File: src/design/dhar_consts.vh
`ifndef DHAR_CONSTS_VH
`define DHAR_CONSTS_VH

// Register indices; byte address is four times the index
`define DHAR_IDX_BASE       10'h148
`define DHAR_IDX_LIMIT      10'h14a
`define DHAR_IDX_STATUS     10'h14c

// Register selector codes
`define DHAR_SEL_NONE       2'h0
`define DHAR_SEL_BASE       2'h1
`define DHAR_SEL_LIMIT      2'h2
`define DHAR_SEL_STATUS     2'h3

// Field layout of the window registers
`define DHAR_EN_BIT         15
`define DHAR_FLD_MSB        11
`define DHAR_FLD_LSB        0
`define DHAR_FLD_W          12
`define DHAR_REG_RESET      16'h0000
`define DHAR_FLD_RESET      12'h000

// Fixed upper pattern of the window, address bits 31:20
`define DHAR_FIXED_HI       12'hfec
`define DHAR_HI_MSB         31
`define DHAR_HI_LSB         20
`define DHAR_MID_MSB        19
`define DHAR_MID_LSB        8

// AXI4-Lite responses
`define DHAR_RESP_OKAY      2'h0
`define DHAR_RESP_SLVERR    2'h2

`endif

File: src/design/dhar_range_fwd.v
`timescale 1ns/1ps
`include "dhar_consts.vh"

//Function
// - Enabled proxy mode routes window hits onward
// - Disabled or non-proxy mode routes nothing
// - Window spans FEC-base-00 to FEC-limit-FF
// - Base fields give address bits 19:8
// - Limit fields give address bits 19:8
// - Proxy mode comes from straps, not software
module dhar_range_fwd
(
    input  wire        mclk,          // Clock, 200 MHz
    input  wire        rst,           // Synchronous reset, active high
    input  wire        dualHubStrap,  // Strap: dual hub configuration
    input  wire        legacyStrap,   // Strap: this is the legacy hub
    input  wire        cycValid,      // Inbound memory cycle present
    input  wire [31:0] cycAddr,       // Inbound memory cycle address
    output reg         fwdValid,      // Cycle presented, one cycle late
    output reg  [31:0] fwdAddr,       // Address of the presented cycle
    output reg         fwdToSecond,   // Route this cycle to second hub
    input  wire [31:0] s_axi_awaddr,  // Write address
    input  wire        s_axi_awvalid, // Write address valid
    output reg         s_axi_awready, // Write address ready
    input  wire [31:0] s_axi_wdata,   // Write data
    input  wire [3:0]  s_axi_wstrb,   // Write byte strobes
    input  wire        s_axi_wvalid,  // Write data valid
    output reg         s_axi_wready,  // Write data ready
    output reg  [1:0]  s_axi_bresp,   // Write response
    output reg         s_axi_bvalid,  // Write response valid
    input  wire        s_axi_bready,  // Write response ready
    input  wire [31:0] s_axi_araddr,  // Read address
    input  wire        s_axi_arvalid, // Read address valid
    output reg         s_axi_arready, // Read address ready
    output reg  [31:0] s_axi_rdata,   // Read data
    output reg  [1:0]  s_axi_rresp,   // Read response
    output reg         s_axi_rvalid,  // Read data valid
    input  wire        s_axi_rready   // Read data ready
);

    ////////////////////////////////////////////////////////////////////////
    // Register address decode, shared by read and write paths
    function [1:0] regSel;
        input [31:0] a;
        begin
            if (a[11:2] == `DHAR_IDX_BASE)
                regSel = `DHAR_SEL_BASE;
            else if (a[11:2] == `DHAR_IDX_LIMIT)
                regSel = `DHAR_SEL_LIMIT;
            else if (a[11:2] == `DHAR_IDX_STATUS)
                regSel = `DHAR_SEL_STATUS;
            else
                regSel = `DHAR_SEL_NONE;
        end
    endfunction

    ////////////////////////////////////////////////////////////////////////
    // State
    reg         winEnable;   // Window enable bit of the base register
    reg  [11:0] winBase;     // Base fields, address bits 19:8
    reg  [11:0] winLimit;    // Limit fields, address bits 19:8
    reg         strapDual;   // Captured dual hub strap
    reg         strapLegacy; // Captured legacy hub strap
    reg         awHeld;      // Write address accepted, awaiting data
    reg  [31:0] awAddr;      // Accepted write address
    reg         wHeld;       // Write data accepted, awaiting address
    reg  [31:0] wData;       // Accepted write data
    reg  [3:0]  wStrb;       // Accepted write strobes
    wire        proxyMode;   // Legacy hub in dual hub proxy mode
    wire        winActive;   // Window may route cycles
    wire        winHit;      // Current address inside window
    wire [15:0] baseRead;    // Read view of base register
    wire [15:0] limitRead;   // Read view of limit register
    wire [15:0] statusRead;  // Read view of status register
    wire [1:0]  wSel;        // Selector for pending write

    ////////////////////////////////////////////////////////////////////////
    // Straps are sampled while reset is held and frozen at its release,
    // so software can never change the mode
    always @(posedge mclk)
    begin
        if (rst)
        begin
            strapDual   <= dualHubStrap;
            strapLegacy <= legacyStrap;
        end
    end

    assign proxyMode = strapDual && strapLegacy;
    assign winActive = winEnable && proxyMode;

    ////////////////////////////////////////////////////////////////////////
    // Window compare
    dhar_window_cmp u_cmp
    (
        .addr  (cycAddr),
        .base  (winBase),
        .limit (winLimit),
        .hit   (winHit)
    );

    ////////////////////////////////////////////////////////////////////////
    // Routing decision, registered so outputs come from flops
    always @(posedge mclk)
    begin
        if (rst)
        begin
            fwdValid    <= 1'b0;
            fwdAddr     <= 32'h00000000;
            fwdToSecond <= 1'b0;
        end
        else
        begin
            fwdValid    <= cycValid;
            fwdAddr     <= cycAddr;
            fwdToSecond <= cycValid && winHit && winActive;
        end
    end

    ////////////////////////////////////////////////////////////////////////
    // Read views; reserved bits read as zero
    assign baseRead   = {winEnable, 3'h0, winBase};
    assign limitRead  = {4'h0, winLimit};
    assign statusRead = {12'h000, winActive, strapLegacy, strapDual,
                         proxyMode};
    assign wSel       = regSel(awAddr);

    ////////////////////////////////////////////////////////////////////////
    // Write channel: address and data taken in either order or in the same
    // cycle, one write at a time; the response follows once both are in hand
    always @(posedge mclk)
    begin
        if (rst)
        begin
            s_axi_awready <= 1'b0;
            s_axi_wready  <= 1'b0;
            s_axi_bvalid  <= 1'b0;
            s_axi_bresp   <= `DHAR_RESP_OKAY;
            awHeld        <= 1'b0;
            wHeld         <= 1'b0;
            awAddr        <= 32'h00000000;
            wData         <= 32'h00000000;
            wStrb         <= 4'h0;
            winEnable     <= 1'b0;
            winBase       <= `DHAR_FLD_RESET;
            winLimit      <= `DHAR_FLD_RESET;
        end
        else
        begin
            s_axi_awready <= !awHeld && !s_axi_bvalid &&
                             !(s_axi_awvalid && s_axi_awready);
            s_axi_wready  <= !wHeld && !s_axi_bvalid &&
                             !(s_axi_wvalid && s_axi_wready);
            if (s_axi_awvalid && s_axi_awready)
            begin
                awHeld <= 1'b1;
                awAddr <= s_axi_awaddr;
            end
            if (s_axi_wvalid && s_axi_wready)
            begin
                wHeld <= 1'b1;
                wData <= s_axi_wdata;
                wStrb <= s_axi_wstrb;
            end
            if (awHeld && wHeld && !s_axi_bvalid)
            begin
                awHeld       <= 1'b0;
                wHeld        <= 1'b0;
                s_axi_bvalid <= 1'b1;
                s_axi_bresp  <= (wSel == `DHAR_SEL_NONE) ?
                                `DHAR_RESP_SLVERR : `DHAR_RESP_OKAY;
                // Status is read-only; writes to it are accepted and dropped
                if (wSel == `DHAR_SEL_BASE)
                begin
                    if (wStrb[0])
                        winBase[7:0] <= wData[7:0];
                    if (wStrb[1])
                    begin
                        winBase[11:8] <= wData[11:8];
                        winEnable <= wData[`DHAR_EN_BIT];
                    end
                end
                if (wSel == `DHAR_SEL_LIMIT)
                begin
                    if (wStrb[0])
                        winLimit[7:0] <= wData[7:0];
                    if (wStrb[1])
                        winLimit[11:8] <= wData[11:8];
                end
            end
            else if (s_axi_bvalid && s_axi_bready)
                s_axi_bvalid <= 1'b0;
        end
    end

    ////////////////////////////////////////////////////////////////////////
    // Read channel: one read at a time, data registered at acceptance
    always @(posedge mclk)
    begin
        if (rst)
        begin
            s_axi_arready <= 1'b0;
            s_axi_rvalid  <= 1'b0;
            s_axi_rdata   <= 32'h00000000;
            s_axi_rresp   <= `DHAR_RESP_OKAY;
        end
        else
        begin
            s_axi_arready <= !s_axi_rvalid &&
                             !(s_axi_arvalid && s_axi_arready);
            if (s_axi_arvalid && s_axi_arready)
            begin
                s_axi_rvalid <= 1'b1;
                s_axi_rresp  <= `DHAR_RESP_OKAY;
                case (regSel(s_axi_araddr))
                    `DHAR_SEL_BASE:   s_axi_rdata <= {16'h0000, baseRead};
                    `DHAR_SEL_LIMIT:  s_axi_rdata <= {16'h0000, limitRead};
                    `DHAR_SEL_STATUS: s_axi_rdata <= {16'h0000, statusRead};
                    default:
                    begin
                        s_axi_rdata <= 32'h00000000;
                        s_axi_rresp <= `DHAR_RESP_SLVERR;
                    end
                endcase
            end
            else if (s_axi_rvalid && s_axi_rready)
                s_axi_rvalid <= 1'b0;
        end
    end

endmodule

File: src/design/dhar_window_cmp.v
`timescale 1ns/1ps
`include "dhar_consts.vh"

// Inclusive window compare; a limit below the base matches nothing
module dhar_window_cmp
(
    input  wire [31:0] addr,    // Inbound memory address
    input  wire [11:0] base,    // Window base, address bits 19:8
    input  wire [11:0] limit,   // Window limit, address bits 19:8
    output wire        hit      // Address lies inside the window
);

    ////////////////////////////////////////////////////////////////////////
    // Upper bits fixed, middle bits between base and limit
    wire hiMatch;
    wire midMatch;

    assign hiMatch  = (addr[`DHAR_HI_MSB:`DHAR_HI_LSB] == `DHAR_FIXED_HI);
    assign midMatch = (addr[`DHAR_MID_MSB:`DHAR_MID_LSB] >= base) &&
                      (addr[`DHAR_MID_MSB:`DHAR_MID_LSB] <= limit);
    assign hit      = hiMatch && midMatch;

endmodule

File: config.mk
export PLATFORM = sky130hd
export DESIGN_NAME = dhar_range_fwd
export DESIGN_NICKNAME = d
export VERILOG_FILES = /design/src/design/dhar_range_fwd.v /design/src/design/dhar_window_cmp.v
export VERILOG_INCLUDE_DIRS = /design/src /design/src/design
export SDC_FILE = /design/constraint.sdc
export NUM_CORES = 1
export LEC_CHECK = 0
export ABC_AREA = 1
export ABC_CLOCK_PERIOD_IN_PS = 1900
export CORE_MARGIN = 10
export CORE_UTILIZATION = 55
export CTS_BUF_LIST = sky130_fd_sc_hd__clkbuf_8
export DETAILED_ROUTE_END_ITERATION = 8
export DONT_BUFFER_PORTS = 1
export GPL_TIMING_DRIVEN = 0
export HOLD_SLACK_MARGIN = 0.06
export PLACE_DENSITY_LB_ADDON = 0.1
export SETUP_SLACK_MARGIN = 0.4
export SLEW_MARGIN = 20
export SYNTH_ARGS = -nofsm -noshare
export SYNTH_HDL_FRONTEND = slang
export SYNTH_SLANG_ARGS = --single-unit
File: constraint.sdc
create_clock -name mclk -period 1.9 [get_ports mclk]
set_input_delay 0.285 -clock mclk [delete_from_list [all_inputs] [get_ports mclk]]
set_output_delay 0.285 -clock mclk [all_outputs]
set_load 0.02 [all_outputs]
-- Yosys cells after proc, flatten, opt, wreduce, memory -nomap -nowiden
Cells that the tools add are included.
- flip-flop bits (word level): 134
- bits of input ports: 142
- $lt $le $gt $ge: 2
- eq/ne operators: 12
- mux-type cells: 15
- reductions and logical operators: 34
- operators by type and width (kind ; count):
    $eq 10x9->1 const B ; 6
    $pmux 16 s3 ; 1
    $mux 2 ; 10
    $logic_and 1x1->1 ; 18
    $eq 12x12->1 const B ; 1
    $ge 12x12->1 ; 1
    $le 12x12->1 ; 1
    $reduce_and 3->1 ; 4
    $logic_not 1->1 ; 7
    $eq 2x2->1 const B ; 3
    $eq 2x1->1 const B ; 2
    $mux 1 ; 4
    $reduce_bool 2->1 ; 2
    $reduce_or 3->1 ; 1
    $logic_not 2->1 ; 1
    $reduce_or 2->1 ; 1

-- Logic depth before layout (Yosys ltp)
Gate-level depths: netlist of the first run.
- word-level depth: 9
- gate-level depth with buffers: 11
- gate-level depth less buffers: 11

-- Modules after synthesis
From an unflattened synthesis of the first run, not the netlist that was laid out.
- cells, all modules: 634
- area total of the unflattened synthesis: 4793.3 um^2
- by module, submodules not included (module ; instances ; cells an instance ; area an instance (um^2)):
    dhar_range_fwd ; 1 ; 512 ; 4091.4
    dhar_window_cmp ; 1 ; 122 ; 701.9

-- Least setup slack after synthesis of the first run
Ideal clock, no wire load.
- kind: reg-to-reg
- start: register s_axi_bvalid
- end: register winBase[0]
- setup time: 0.113 ns
- data arrival time: 1.278 ns
- required time: 1.787 ns
- path slack: 0.509 ns
- stages on the path, launching flop included: 8
- cell sequence: dfxtp_1 -> inv_1 -> nand3_1 -> nor2_1 -> nand3_2 -> buf_2 -> nor2_1 -> nor2_1
- longest elaborated chain between the ends: 3
- RTL lines (what ; RTL line ; RTL):
    start, declared ; dhar_range_fwd.v:30 ; output reg s_axi_bvalid,
    start signal, assigned ; dhar_range_fwd.v:137 ; s_axi_bvalid <= 1'b0;
    start signal, assigned ; dhar_range_fwd.v:169 ; s_axi_bvalid <= 1'b1;
    start signal, assigned ; dhar_range_fwd.v:192 ; s_axi_bvalid <= 1'b0;
    $logic_not 1->1 ; dhar_range_fwd.v:165 ; if (awHeld && wHeld && !s_axi_bvalid)
    $logic_and 1x1->1 ; dhar_range_fwd.v:165 ;
    $reduce_and 3->1 (no line) ; -- ;
    end signal, assigned ; dhar_range_fwd.v:145 ; winBase <= `DHAR_FLD_RESET;
    end signal, assigned ; dhar_range_fwd.v:176 ; winBase[7:0] <= wData[7:0];
    end, declared ; dhar_range_fwd.v:60 ; reg [11:0] winBase;
No other way between the ends.
A chain may end at the register's enable or synchronous reset.

-- Worst setup path after layout of the first run
- start: register awAddr[8]
- end: register winBase[7]
- longest elaborated chain between the ends: 6
- RTL lines (what ; RTL line ; RTL):
    start, declared ; dhar_range_fwd.v:65 ; reg [31:0] awAddr;
    start signal, assigned ; dhar_range_fwd.v:157 ; awAddr <= s_axi_awaddr;
    $eq 10x9->1 (no line) ; -- ;
    $mux 2 ; dhar_range_fwd.v:50 ; else if (a[11:2] == `DHAR_IDX_STATUS)
    $mux 2 ; dhar_range_fwd.v:48 ; else if (a[11:2] == `DHAR_IDX_LIMIT)
    $mux 2 * ; dhar_range_fwd.v:46 ; if (a[11:2] == `DHAR_IDX_BASE)
    $eq 2x1->1 (no line) * ; -- ;
    $reduce_and 3->1 (no line) * ; -- ;
Every way passes the cells marked *; elsewhere a longest branch is shown, timed or not.

==> impl_metrics.yaml, run 1 <==
route:
  drt_wl_total_um: 13400
  met3_length_um: 1200
  drt-vias-per-instance: 5.01
  wl_per_cell_um: 16.1
  drc: 0
  top_layer: "met4"
  firstDrtPassIters: 4
  ant_nets: 0
  vias: 4187
  dr.first_iter.drc_count: 241
  wl_met2_um: 6500
  met1_length_um: 5500
floorplan:
  die_h_um: 113
  dieArea_um2: 12700
  rows: 33
  ios: 217
  start_util: 0.569
  fp.dieW_um: 113
  coreArea_um2: 8300
power_and_ir_drop:
  max-vdd-ir-drop_mv: 0.474
  power_per_cell_area_nw_per_um2: 747
  total_power_uw: 4360
  p_leak_uw: 0.00273
worst_setup_path:
  worst_path_most_repeated_cell: "nand2_1"
  rr_worst_depth: 10
  path_cells: "inv_2, nor2_1, nand2_1, nor3b_4, buf_4, nand3_4, buf_6, nand2_1, nand2_1, nor2_1"
  r2r_start: "awAddr[8]"
  critPathLaunch: "awAddr[8]"
  arrival_ns: 1.84
  worstSetupPathType: "reg -> reg"
  r2r_setup_slack_ns: 0.37
  crit_cells: 10
  crit_family: "simple AND/OR/NAND/NOR gates"
  timing.rr.end: "winBase[7]"
  start_kind: "flip-flop"
  cp-endpoint: "winBase[7]"
  crit_required_ns: 2.20
  cpPeakStageDelay_ns: 0.33
  cp_num_buf_inv: 3
  worstPathMaxFanout: 6
  slowest_stage: "dfxtp_2"
  end_kind: "flip-flop"
placement:
  gp_congestion: 0.898
  dp_slack_ns: 0.201
  hpwl_um: 10000
  io_buffers: 0
  dpl.cell_count: 771
  place_area_um2: 4930
layout:
  nNetsFinal: 892
  syn_to_final_growth_pct: 23.5
  layout-drive-gt1-share: 0.142
  fin_area_um2: 5830
  antenna-diode-count: 0
  stdcell_count: 836
sta:
  relSlewSlack: 0.634
  timing.setup.tns_ns: 0
  tightestPinTransition_ns: 0.549
  max_freq_mhz: 652
  final.setup.worst_slack_ns: 0.367
  fin_crit_ns: 1.53
  rsz0062_at_grt: "true"
  slew_viol_final: 0
  hold_viol_final: 0
  period_share: 0.807
  setup_viol: 0
  clock_skew_ns: 0.0168
global_routing:
  grtUsageTotal: 0.200
  grt_pass1_vias: 4067
  grt_start_max_net_pins: 18
  overflow: 0
  grt_pass1_wl_um: 20800
  antenna_found_initial: 0
logic_synthesis:
  synth.distinct_cells: 24
  ys_seq_area_frac: 0.462
  synthTopCellsByArea: "dfxtp_1, nor2_1, nand2_1"
  synth_top_cell_by_area: "dfxtp_1"
  synth_cells: 646
  postSynthAreaPerCell_um2: 7.31
  yosysWarnings: 0
  synth_top_flop_cell: "dfxtp_1"
  async_flop_share: 0
  synth_top_area_share: 0.449
  synth_seq_cells: 108
  synth_edf_count: 2
  synth_area_um2: 4720
clock_tree:
  cts.sinks: 108
  cts_made_buffers: 9
  clk_path_buf_depth: 2
  clk_pin_slew_ns: 0.10
  cts_tree: "done"
  clk_latency_ns: 0.37
  clock-root-buffer: "clkbuf_8"
  htreeDepth: 3
run_status:
  status: "completed"
hold_path:
  hold_path.class: "in -> reg"
run:
  max_cap_viol_count: 0
## through the flow
stage	hold slack, ns	util
detailed placement	0.384	0.594
CTS	0.0710	0.671
global placement	0.377	0.594
floorplan	0.368	-
global route	0.0744	0.703
finish	0.0769	0.703
## worst min-delay path by stage
stage,from,end,slack (ns),cells past startpoint
2_1_floorplan,rst,fwdValid,0.37,1
3_3_place_gp,rst,fwdValid,0.38,1
3_5_place_dp,legacyStrap,strapLegacy,0.38,0
4_1_cts,s_axi_awaddr[2],awAddr[2],0.07,2
5_1_grt,s_axi_wdata[9],wData[9],0.07,2
6_report,s_axi_awaddr[2],awAddr[2],0.08,2
## layer usage
layer,vias up,global-route usage
met4,0,0.0761
met3,15,0.0655
met5,-,0
met2,143,0.343
li1,2151,-
met1,1878,0.225
## sequential cells by signal, indices dropped and copies added, names as in the netlist, 2 cells and up
register and count:
s_axi_rdata 13, winLimit 12, fwdAddr 32, wData 13
winBase 12, awAddr 10, wStrb 2
## cell families (layout without fill, tap and decap cells)
group,count (synthesis),in the layout,synth area share
flops,108,108,0.462
fa+ha+maj,24,24,0.0636
simple gates,311,311,0.276
buf+inv,129,194,0.120
other cells,1,21,0.000794
compound gates,73,73,0.0779
## Yosys cell counts, types with 2 or more instances
master    number
buf_2          2
nand2_1      109
nand4_1       24
buf_4         21
nand3_2        3
nor4_1         2
o21ai_0       40
a21oi_1       32
clkbuf_1      15
clkinv_1       3
buf_1          4
edfxtp_1       2
nor2_1       145
inv_1         84
nand3_1       19
dfxtp_1      106
nor3_1         5
ha_1          24
## report_power, final
group	switching (uW)	total, uW	leakage (uW)	internal [uW]
Sequential	122	2490	0.000894	2370
Combinational	261	455	0.00174	195
Clock	771	1420	0.000102	644
Total	1150	4360	0.00273	3200
## cell usage in the layout, fill, tap and decap left out, drive strengths merged, types with 6 or more instances in the layout
cell | netlist | final
a21oi | 32 | 32
buf | 27 | 40
clkbuf | 15 | 25
clkinv | 3 | 6
conb | 1 | 21
dfxtp | 106 | 106
dlygate4sd3 | 0 | 36
ha | 24 | 24
inv | 84 | 85
nand2 | 109 | 109
nand3 | 22 | 22
nand4 | 24 | 24
nor2 | 145 | 145
o21ai | 40 | 40
## layout make-up
type | instances | area, um2
fill | 692 | 2460
multi-input combinational | 429 | 2260
sequential | 108 | 2200
timing repair buffer | 49 | 463
inverter | 87 | 327
buffer | 42 | 254
clock buffer | 10 | 138
tap | 105 | 131
clock inverter | 6 | 61.3
## what timing repair did
| action | 4_1_cts | 5_1_grt |
|---|---|---|
| pin swaps | 4 | 16 |
| resized for setup | 9 | 54 |
| hold endpoints to repair | 37 | 0 |
| buffers inserted | 6 | 6 |
| hold buffers | 36 | 0 |
| gates cloned | 0 | 1 |
| endpoints found under the setup margin | 40 | 40 |
No activity file was read; power rests on OpenSTA's default activity.
==> inputs of run 2 (changes only) <==
ABC_CLOCK_PERIOD_IN_PS = 1300   (was 1900)
clock period = 1.3 ns   (was 1.9 ns; I/O delays follow)
==> run 2 against run 1 <==
  * Routed wire length up 18%
  * Clock skew is 0.0035 ns lower
  * Critical path type unchanged
  * The run now ends with hold timing, setup timing left
  * First-iteration DRC count did not move
  * Core utilization rose by 15 points
  * Via count rose by 9.3%
  * Highest routed layer unchanged
  * Count of clock-buffer cells in the layout down 1
  * Critical endpoint is now winLimit[5]
  * Largest power group unchanged
  * Clock power up 38%
  * Total power is 51% higher
  * Die area unchanged
  * Sequential power rose by 45%
  * Non-clock buffer count rose by 39
==> impl_metrics.yaml, run 2 (synthesized netlist as in run 1, its figures left out) <==
route:
  drc: 0
  drt-vias-per-instance: 5.22
  vias: 4578
  firstDrtPassIters: 5
  wl_per_cell_um: 18.0
  ant_nets: 0
  dr.first_iter.drc_count: 241
  drt_wl_total_um: 15800
run_status:
  status: "finished with violations"
  violations: "hold timing, setup timing"
sta:
  setup_viol: 26
  fin_crit_ns: 1.51
  final.setup.worst_slack_ns: -0.205
  hold_viol_final: 1
  clock_skew_ns: 0.0134
  tightestPinTransition_ns: 0.747
  period_share: 1.16
  timing.setup.tns_ns: -4.17
  max_freq_mhz: 664
  relSlewSlack: 0.502
  whs_ns: -0.00706
  rsz0062_at_grt: "true"
  slew_viol_final: 0
layout:
  nNetsFinal: 933
  fin_area_um2: 7040
  reg.largest.list: "fwdAddr: 32 flops, s_axi_rdata: 13 flops, wData: 13 flops"
  stdcell_count: 877
  antenna-diode-count: 0
  layout-drive-gt1-share: 0.368
  syn_to_final_growth_pct: 49.1
  final_cell_mix: "nor2_1, nand2_1, inv_1"
  layout_commonest_cell: "nor2_1"
  top_register: "fwdAddr"
  largest_reg_flops: 32
worst_setup_path:
  r2r_setup_slack_ns: -0.21
  start_kind: "flip-flop"
  worstPathMaxFanout: 5
  arrival_ns: 1.82
  end_kind: "flip-flop"
  crit_required_ns: 1.62
  r2r_start: "awAddr[7]"
  critPathLaunch: "awAddr[7]"
  worstSetupPathType: "reg -> reg"
power_and_ir_drop:
  max-vdd-ir-drop_mv: 0.619
  p_leak_uw: 0.00311
  power_per_cell_area_nw_per_um2: 932
clock_tree:
  clk_latency_ns: 0.38
  cts_made_buffers: 9
  cts_tree: "done"
  clk_path_buf_depth: 2
  holdBufCountCts: 64
  clock-root-buffer: "clkbuf_8"
  htreeDepth: 3
  cts.sinks: 108
  clk_pin_slew_ns: 0.11
floorplan:
  start_util: 0.569
  coreArea_um2: 8300
  ios: 217
  dieArea_um2: 12700
  rows: 33
  die_h_um: 113
  fp.dieW_um: 113
placement:
  hpwl_um: 10000
  io_buffers: 0
  place_area_um2: 5100
  dpl.cell_count: 771
  gp_congestion: 0.855
global_routing:
  grt_start_max_net_pins: 20
  grtUsageTotal: 0.232
  grt_pass1_wl_um: 23900
  overflow: 0
  antenna_found_initial: 0
  grt_pass1_vias: 4581
hold_path:
  hold_path.class: "in -> reg"
  hp-start: "cycValid"
run:
  max_cap_viol_count: 0
[run 2: final timing paths]
check | end | cells past startpoint
worst max register to register | winLimit[5] | 9
worst max-delay path | winLimit[5] | 9
worst min-delay path | fwdValid | 2
worst min register to register | s_axi_awready | 1
[run 2: layout make-up]
type / count / area (um2)
Multi-Input combinational cell: 431 / 2700
Buffer: 42 / 344
Clock buffer: 9 / 124
Timing Repair Buffer: 88 / 916
Fill cell: 445 / 1260
Inverter: 87 / 363
Clock inverter: 7 / 57.6
Tap cell: 105 / 131
Sequential cell: 108 / 2400
[run 2: routing by layer]
metal | vias up | share of wire | global-route usage
li1 | 2252 | - | -
met5 | - | 0 | 0
met3 | 43 | 0.073 | 0.0676
met4 | 0 | 0.030 | 0.101
met1 | 2080 | 0.37 | 0.239
met2 | 203 | 0.53 | 0.423
[run 2: power breakdown]
part	switching (uW)	total, uW	internal (uW)	leakage [uW]
clock	1230	1960	728	0.0000886
combinational	529	997	468	0.00209
sequential	208	3610	3400	0.000931
total	1960	6560	4600	0.00311
[run 2: worst max-delay path, stage by stage (launching register included)]
cell     delay (ns)
dfxtp_2        0.35
nor2_2         0.12
nand2_2        0.09
nor3b_4        0.24
buf_6          0.16
nand3_4        0.11
buf_6          0.16
nand2_1        0.05
nand2_1        0.05
nor2_1         0.10
[run 2: repair_timing]
action | CTS | global route
gates cloned | 7 | 1
pin swaps | 39 | 31
buffers inserted | 15 | 3
endpoints found under the hold margin | 68 | 3
setup endpoints to repair | 121 | 127
resized for setup | 251 | 69
[run 2: metrics by stage]
step	util	total power, uW	setup slack, ns
after floorplan	-	4150	-0.0561
after global placement	0.615	4240	-0.300
after detailed placement	0.615	4270	-0.332
after CTS	0.815	6450	-0.199
after global routing	0.848	6820	-0.342
final	0.848	6560	-0.205
==> inputs of run 3 (changes only) <==
--- a/config.mk
+++ b/config.mk
@@ -11,3 +11,3 @@
 export CORE_MARGIN = 10
-export CORE_UTILIZATION = 55
+export CORE_UTILIZATION = 59
 export CTS_BUF_LIST = sky130_fd_sc_hd__clkbuf_8
--- a/constraint.sdc
+++ b/constraint.sdc
@@ -3,2 +3,2 @@
 set_output_delay 0.195 -clock mclk [all_outputs]
-set_load 0.02 [all_outputs]
+set_load 0.1 [all_outputs]
==> run 3 against run 2 <==
  * The run now fails in global routing (5_1_grt)
  * Synthesized cell count did not move
  * Synthesized area did not move
==> impl_metrics.yaml, run 3 <==
clock_tree:
  htreeDepth: 3
  clk_path_buf_depth: 2
  cts.sinks: 108
  cts_made_buffers: 9
  clock-root-buffer: "clkbuf_8"
floorplan:
  die_h_um: 109
  start_util: 0.608
  ios: 217
  rows: 32
  fp.dieW_um: 109
logic_synthesis:
  synth.distinct_cells: 24
  yosysMostFrequentCell: "nor2_1"
  synth_top_flop_cell: "dfxtp_1"
  synth_cells: 646
  synth_area_um2: 4720
  yosysWarnings: 0
  synth_top_area_share: 0.449
  synthTopCellsByArea: "dfxtp_1, nor2_1, nand2_1"
  postSynthAreaPerCell_um2: 7.31
  synth_top_cell_by_area: "dfxtp_1"
  synth_seq_cells: 108
  ys_seq_area_frac: 0.462
  synth_commonest_cells: "nor2_1, nand2_1, dfxtp_1, inv_1, o21ai_0"
  synth_edf_count: 2
  async_flop_share: 0
global_routing:
  grt_start_max_net_pins: 20
  antenna_found_initial: 0
placement:
  dp_slack_ns: -0.276
  io_buffers: 0
  hpwl_um: 10200
  gp_congestion: 0.874
sta:
  worstEndpointType: "register data pin"
  worst_endpoint: "winBase[6]$_SDFFE_PP0P_/D"
run_status:
  status: "aborted with a tool error"
  stop_error: "[ERROR DPL-0033] detailed placement checks failed during check placement."
  stop_stage: "global routing (5_1_grt)"
run 3: cell counts after synthesis:
Identical to the previous run, type by type.
run 3: cell families after synthesis:
kind of cell | after synthesis | share of synthesized area
adder cells (fa/ha/maj) | 24 | 0.0636
other | 1 | 0.000794
buffers and inverters | 129 | 0.120
flip-flops | 108 | 0.462
AO/OA/AOI/OAI | 73 | 0.0779
AND/OR/NAND/NOR | 311 | 0.276
run 3: timing repair:
item	CTS
hold endpoints to repair	64
pin swaps	28
gates cloned	9
setup buffers	23
setup endpoints to repair	127
hold buffers	62
resized for setup	178
run 3: metrics by stage:
step	hold WS, ns	std cells	util	TNS (ns)	area, um2
2_1_floorplan	0.270	666	-	-0.816	5080
3_3_place_gp	0.274	768	0.670	-5.54	5200
3_5_place_dp	0.280	768	0.670	-5.78	5200
4_1_cts	-0.0738	878	0.893	-3.22	6940
==> inputs of run 4 (changes only) <==
ABC_CLOCK_PERIOD_IN_PS = 1700   (was 1300)
CORE_UTILIZATION = 40   (was 59)
CTS_BUF_LIST = not set   (was sky130_fd_sc_hd__clkbuf_8)
HOLD_SLACK_MARGIN = not set   (was 0.06)
PLACE_DENSITY_LB_ADDON = 0.15   (was 0.1)
SETUP_SLACK_MARGIN = not set   (was 0.4)
clock period = 1.7 ns   (was 1.3 ns; I/O delays follow)
==> run 4 against run 3 <==
  * The flow now finishes without violations
==> impl_metrics.yaml, run 4 (synthesized netlist as in run 1, its figures left out) <==
run_status:
  status: "completed"
worst_setup_path:
  critPathLaunch: "s_axi_rdata[3]"
  crit_required_ns: 1.44
  r2r_start: "s_axi_awready"
  start_kind: "flip-flop"
  crit_cells: 0
  rr_worst_depth: 4
  worstPathMaxFanout: 2
  r2r_setup_slack_ns: 0.15
  worstSetupPathType: "reg -> out"
  cp-endpoint: "s_axi_rdata[3]"
  timing.rr.end: "awAddr[9]"
  end_kind: "output port"
  arrival_ns: 1.34
global_routing:
  antenna_found_initial: 0
  grt_use_met3: 0.0723
  grt_pass1_vias: 3976
  grt_start_max_net_pins: 19
  busiest_layer: "met2"
  grtUsageTotal: 0.155
  grt_util_met2: 0.250
  met1_usage: 0.174
  grt_pass1_wl_um: 20400
  overflow: 0
layout:
  syn_to_final_growth_pct: 19.3
  layout_commonest_cell: "nor2_1"
  utilization: 0.492
  final_cell_mix: "nor2_1, nand2_1, dfxtp_1"
  layout-drive-gt1-share: 0.0757
  nNetsFinal: 874
  antenna-diode-count: 0
  stdcell_count: 856
  top_register: "fwdAddr"
  largest_reg_flops: 32
  reg.largest.list: "fwdAddr: 32 flops, s_axi_rdata: 13 flops, wData: 13 flops"
floorplan:
  coreArea_um2: 11500
  fp.dieW_um: 129
  rows: 39
  start_util: 0.412
  dieArea_um2: 16600
  die_h_um: 129
  ios: 217
placement:
  hpwl_um: 10200
  io_buffers: 0
  gp_congestion: 0.878
  dpl.cell_count: 809
  dp_slack_ns: -0.220
sta:
  final.setup.worst_slack_ns: 0.101
  period_share: 0.941
  rsz0062_at_grt: "false"
  setup_viol: 0
  max_freq_mhz: 625
  fin_crit_ns: 1.60
  tightestPinTransition_ns: 1.01
  relSlewSlack: 0.326
  hold_viol_final: 0
  clock_skew_ns: 0.00872
  slew_viol_final: 0
route:
  drc: 0
  wl_per_cell_um: 15.2
  dr.first_iter.drc_count: 255
  drt_wl_total_um: 13000
  drt-vias-per-instance: 4.75
  firstDrtPassIters: 5
  vias: 4068
  ant_nets: 0
clock_tree:
  clk_pin_slew_ns: 0.07
  cts.sinks: 108
  clk_path_buf_depth: 2
  cts_made_buffers: 9
  cts_tree: "done"
  clk_latency_ns: 0.35
  clock-root-buffer: "clkbuf_16"
  htreeDepth: 3
power_and_ir_drop:
  max-vdd-ir-drop_mv: 0.911
  total_power_uw: 5770
  p_leak_uw: 0.00267
  power_per_cell_area_nw_per_um2: 1020
run:
  max_cap_viol_count: 0
hold_path:
  hold_path.class: "in -> reg"
-- run 4: timing repair --
action / in CTS / in global routing
hold buffers: 30 / 1
gates cloned: 0 / 0
buffers inserted: 0 / 1
resized for setup: 6 / 10
endpoints found under the setup margin: 50 / 30
endpoints found under the hold margin: 31 / 1
pin swaps: 1 / 1
-- run 4: worst min path at each step --
stage / to / from / slack [ns] / cells after the start
2_1_floorplan: fwdValid / rst / 0.34 / 1
3_3_place_gp: fwdValid / rst / 0.34 / 1
3_5_place_dp: fwdValid / rst / 0.35 / 1
4_1_cts: fwdAddr[29] / cycAddr[29] / 0.00002 / 2
5_1_grt: fwdAddr[29] / cycAddr[29] / 0.02 / 2
6_report: fwdAddr[29] / cycAddr[29] / 0.01 / 2
-- run 4: routing by layer --
layer / wire length [um] / vias to the layer above
met5: 0 / -
met4: 244 / 0
met3: 1520 / 15
met2: 5890 / 147
met1: 5370 / 1794
li1: - / 2112
-- run 4: through the flow --
| stage | instance area (um2) | setup TNS (ns) | hold WS (ns) |
|---|---|---|---|
| 2_1_floorplan | 4800 | 0 | 0.338 |
| 3_3_place_gp | 4980 | -6.49 | 0.343 |
| 3_5_place_dp | 4980 | -7.42 | 0.349 |
| 4_1_cts | 5590 | 0 | 0.0000175 |
| 5_1_grt | 5640 | 0 | 0.0169 |
| 6_report | 5640 | 0 | 0.0100 |
-- run 4: power by group --
group	switching [uW]	total, uW	internal [uW]
clock network	950	2040	1090
registers	464	3110	2640
logic	435	624	190
total	1850	5770	3920
-- run 4: cell type report --
| type | instances | area, um2 |
|---|---|---|
| Fill cell | 1152 | 5830 |
| Sequential cell | 108 | 2190 |
| Multi-Input combinational cell | 429 | 2080 |
| Inverter | 87 | 327 |
| Timing Repair Buffer | 32 | 318 |
| Clock buffer | 10 | 250 |
| Buffer | 41 | 241 |
| Tap cell | 143 | 179 |
| Clock inverter | 6 | 43.8 |
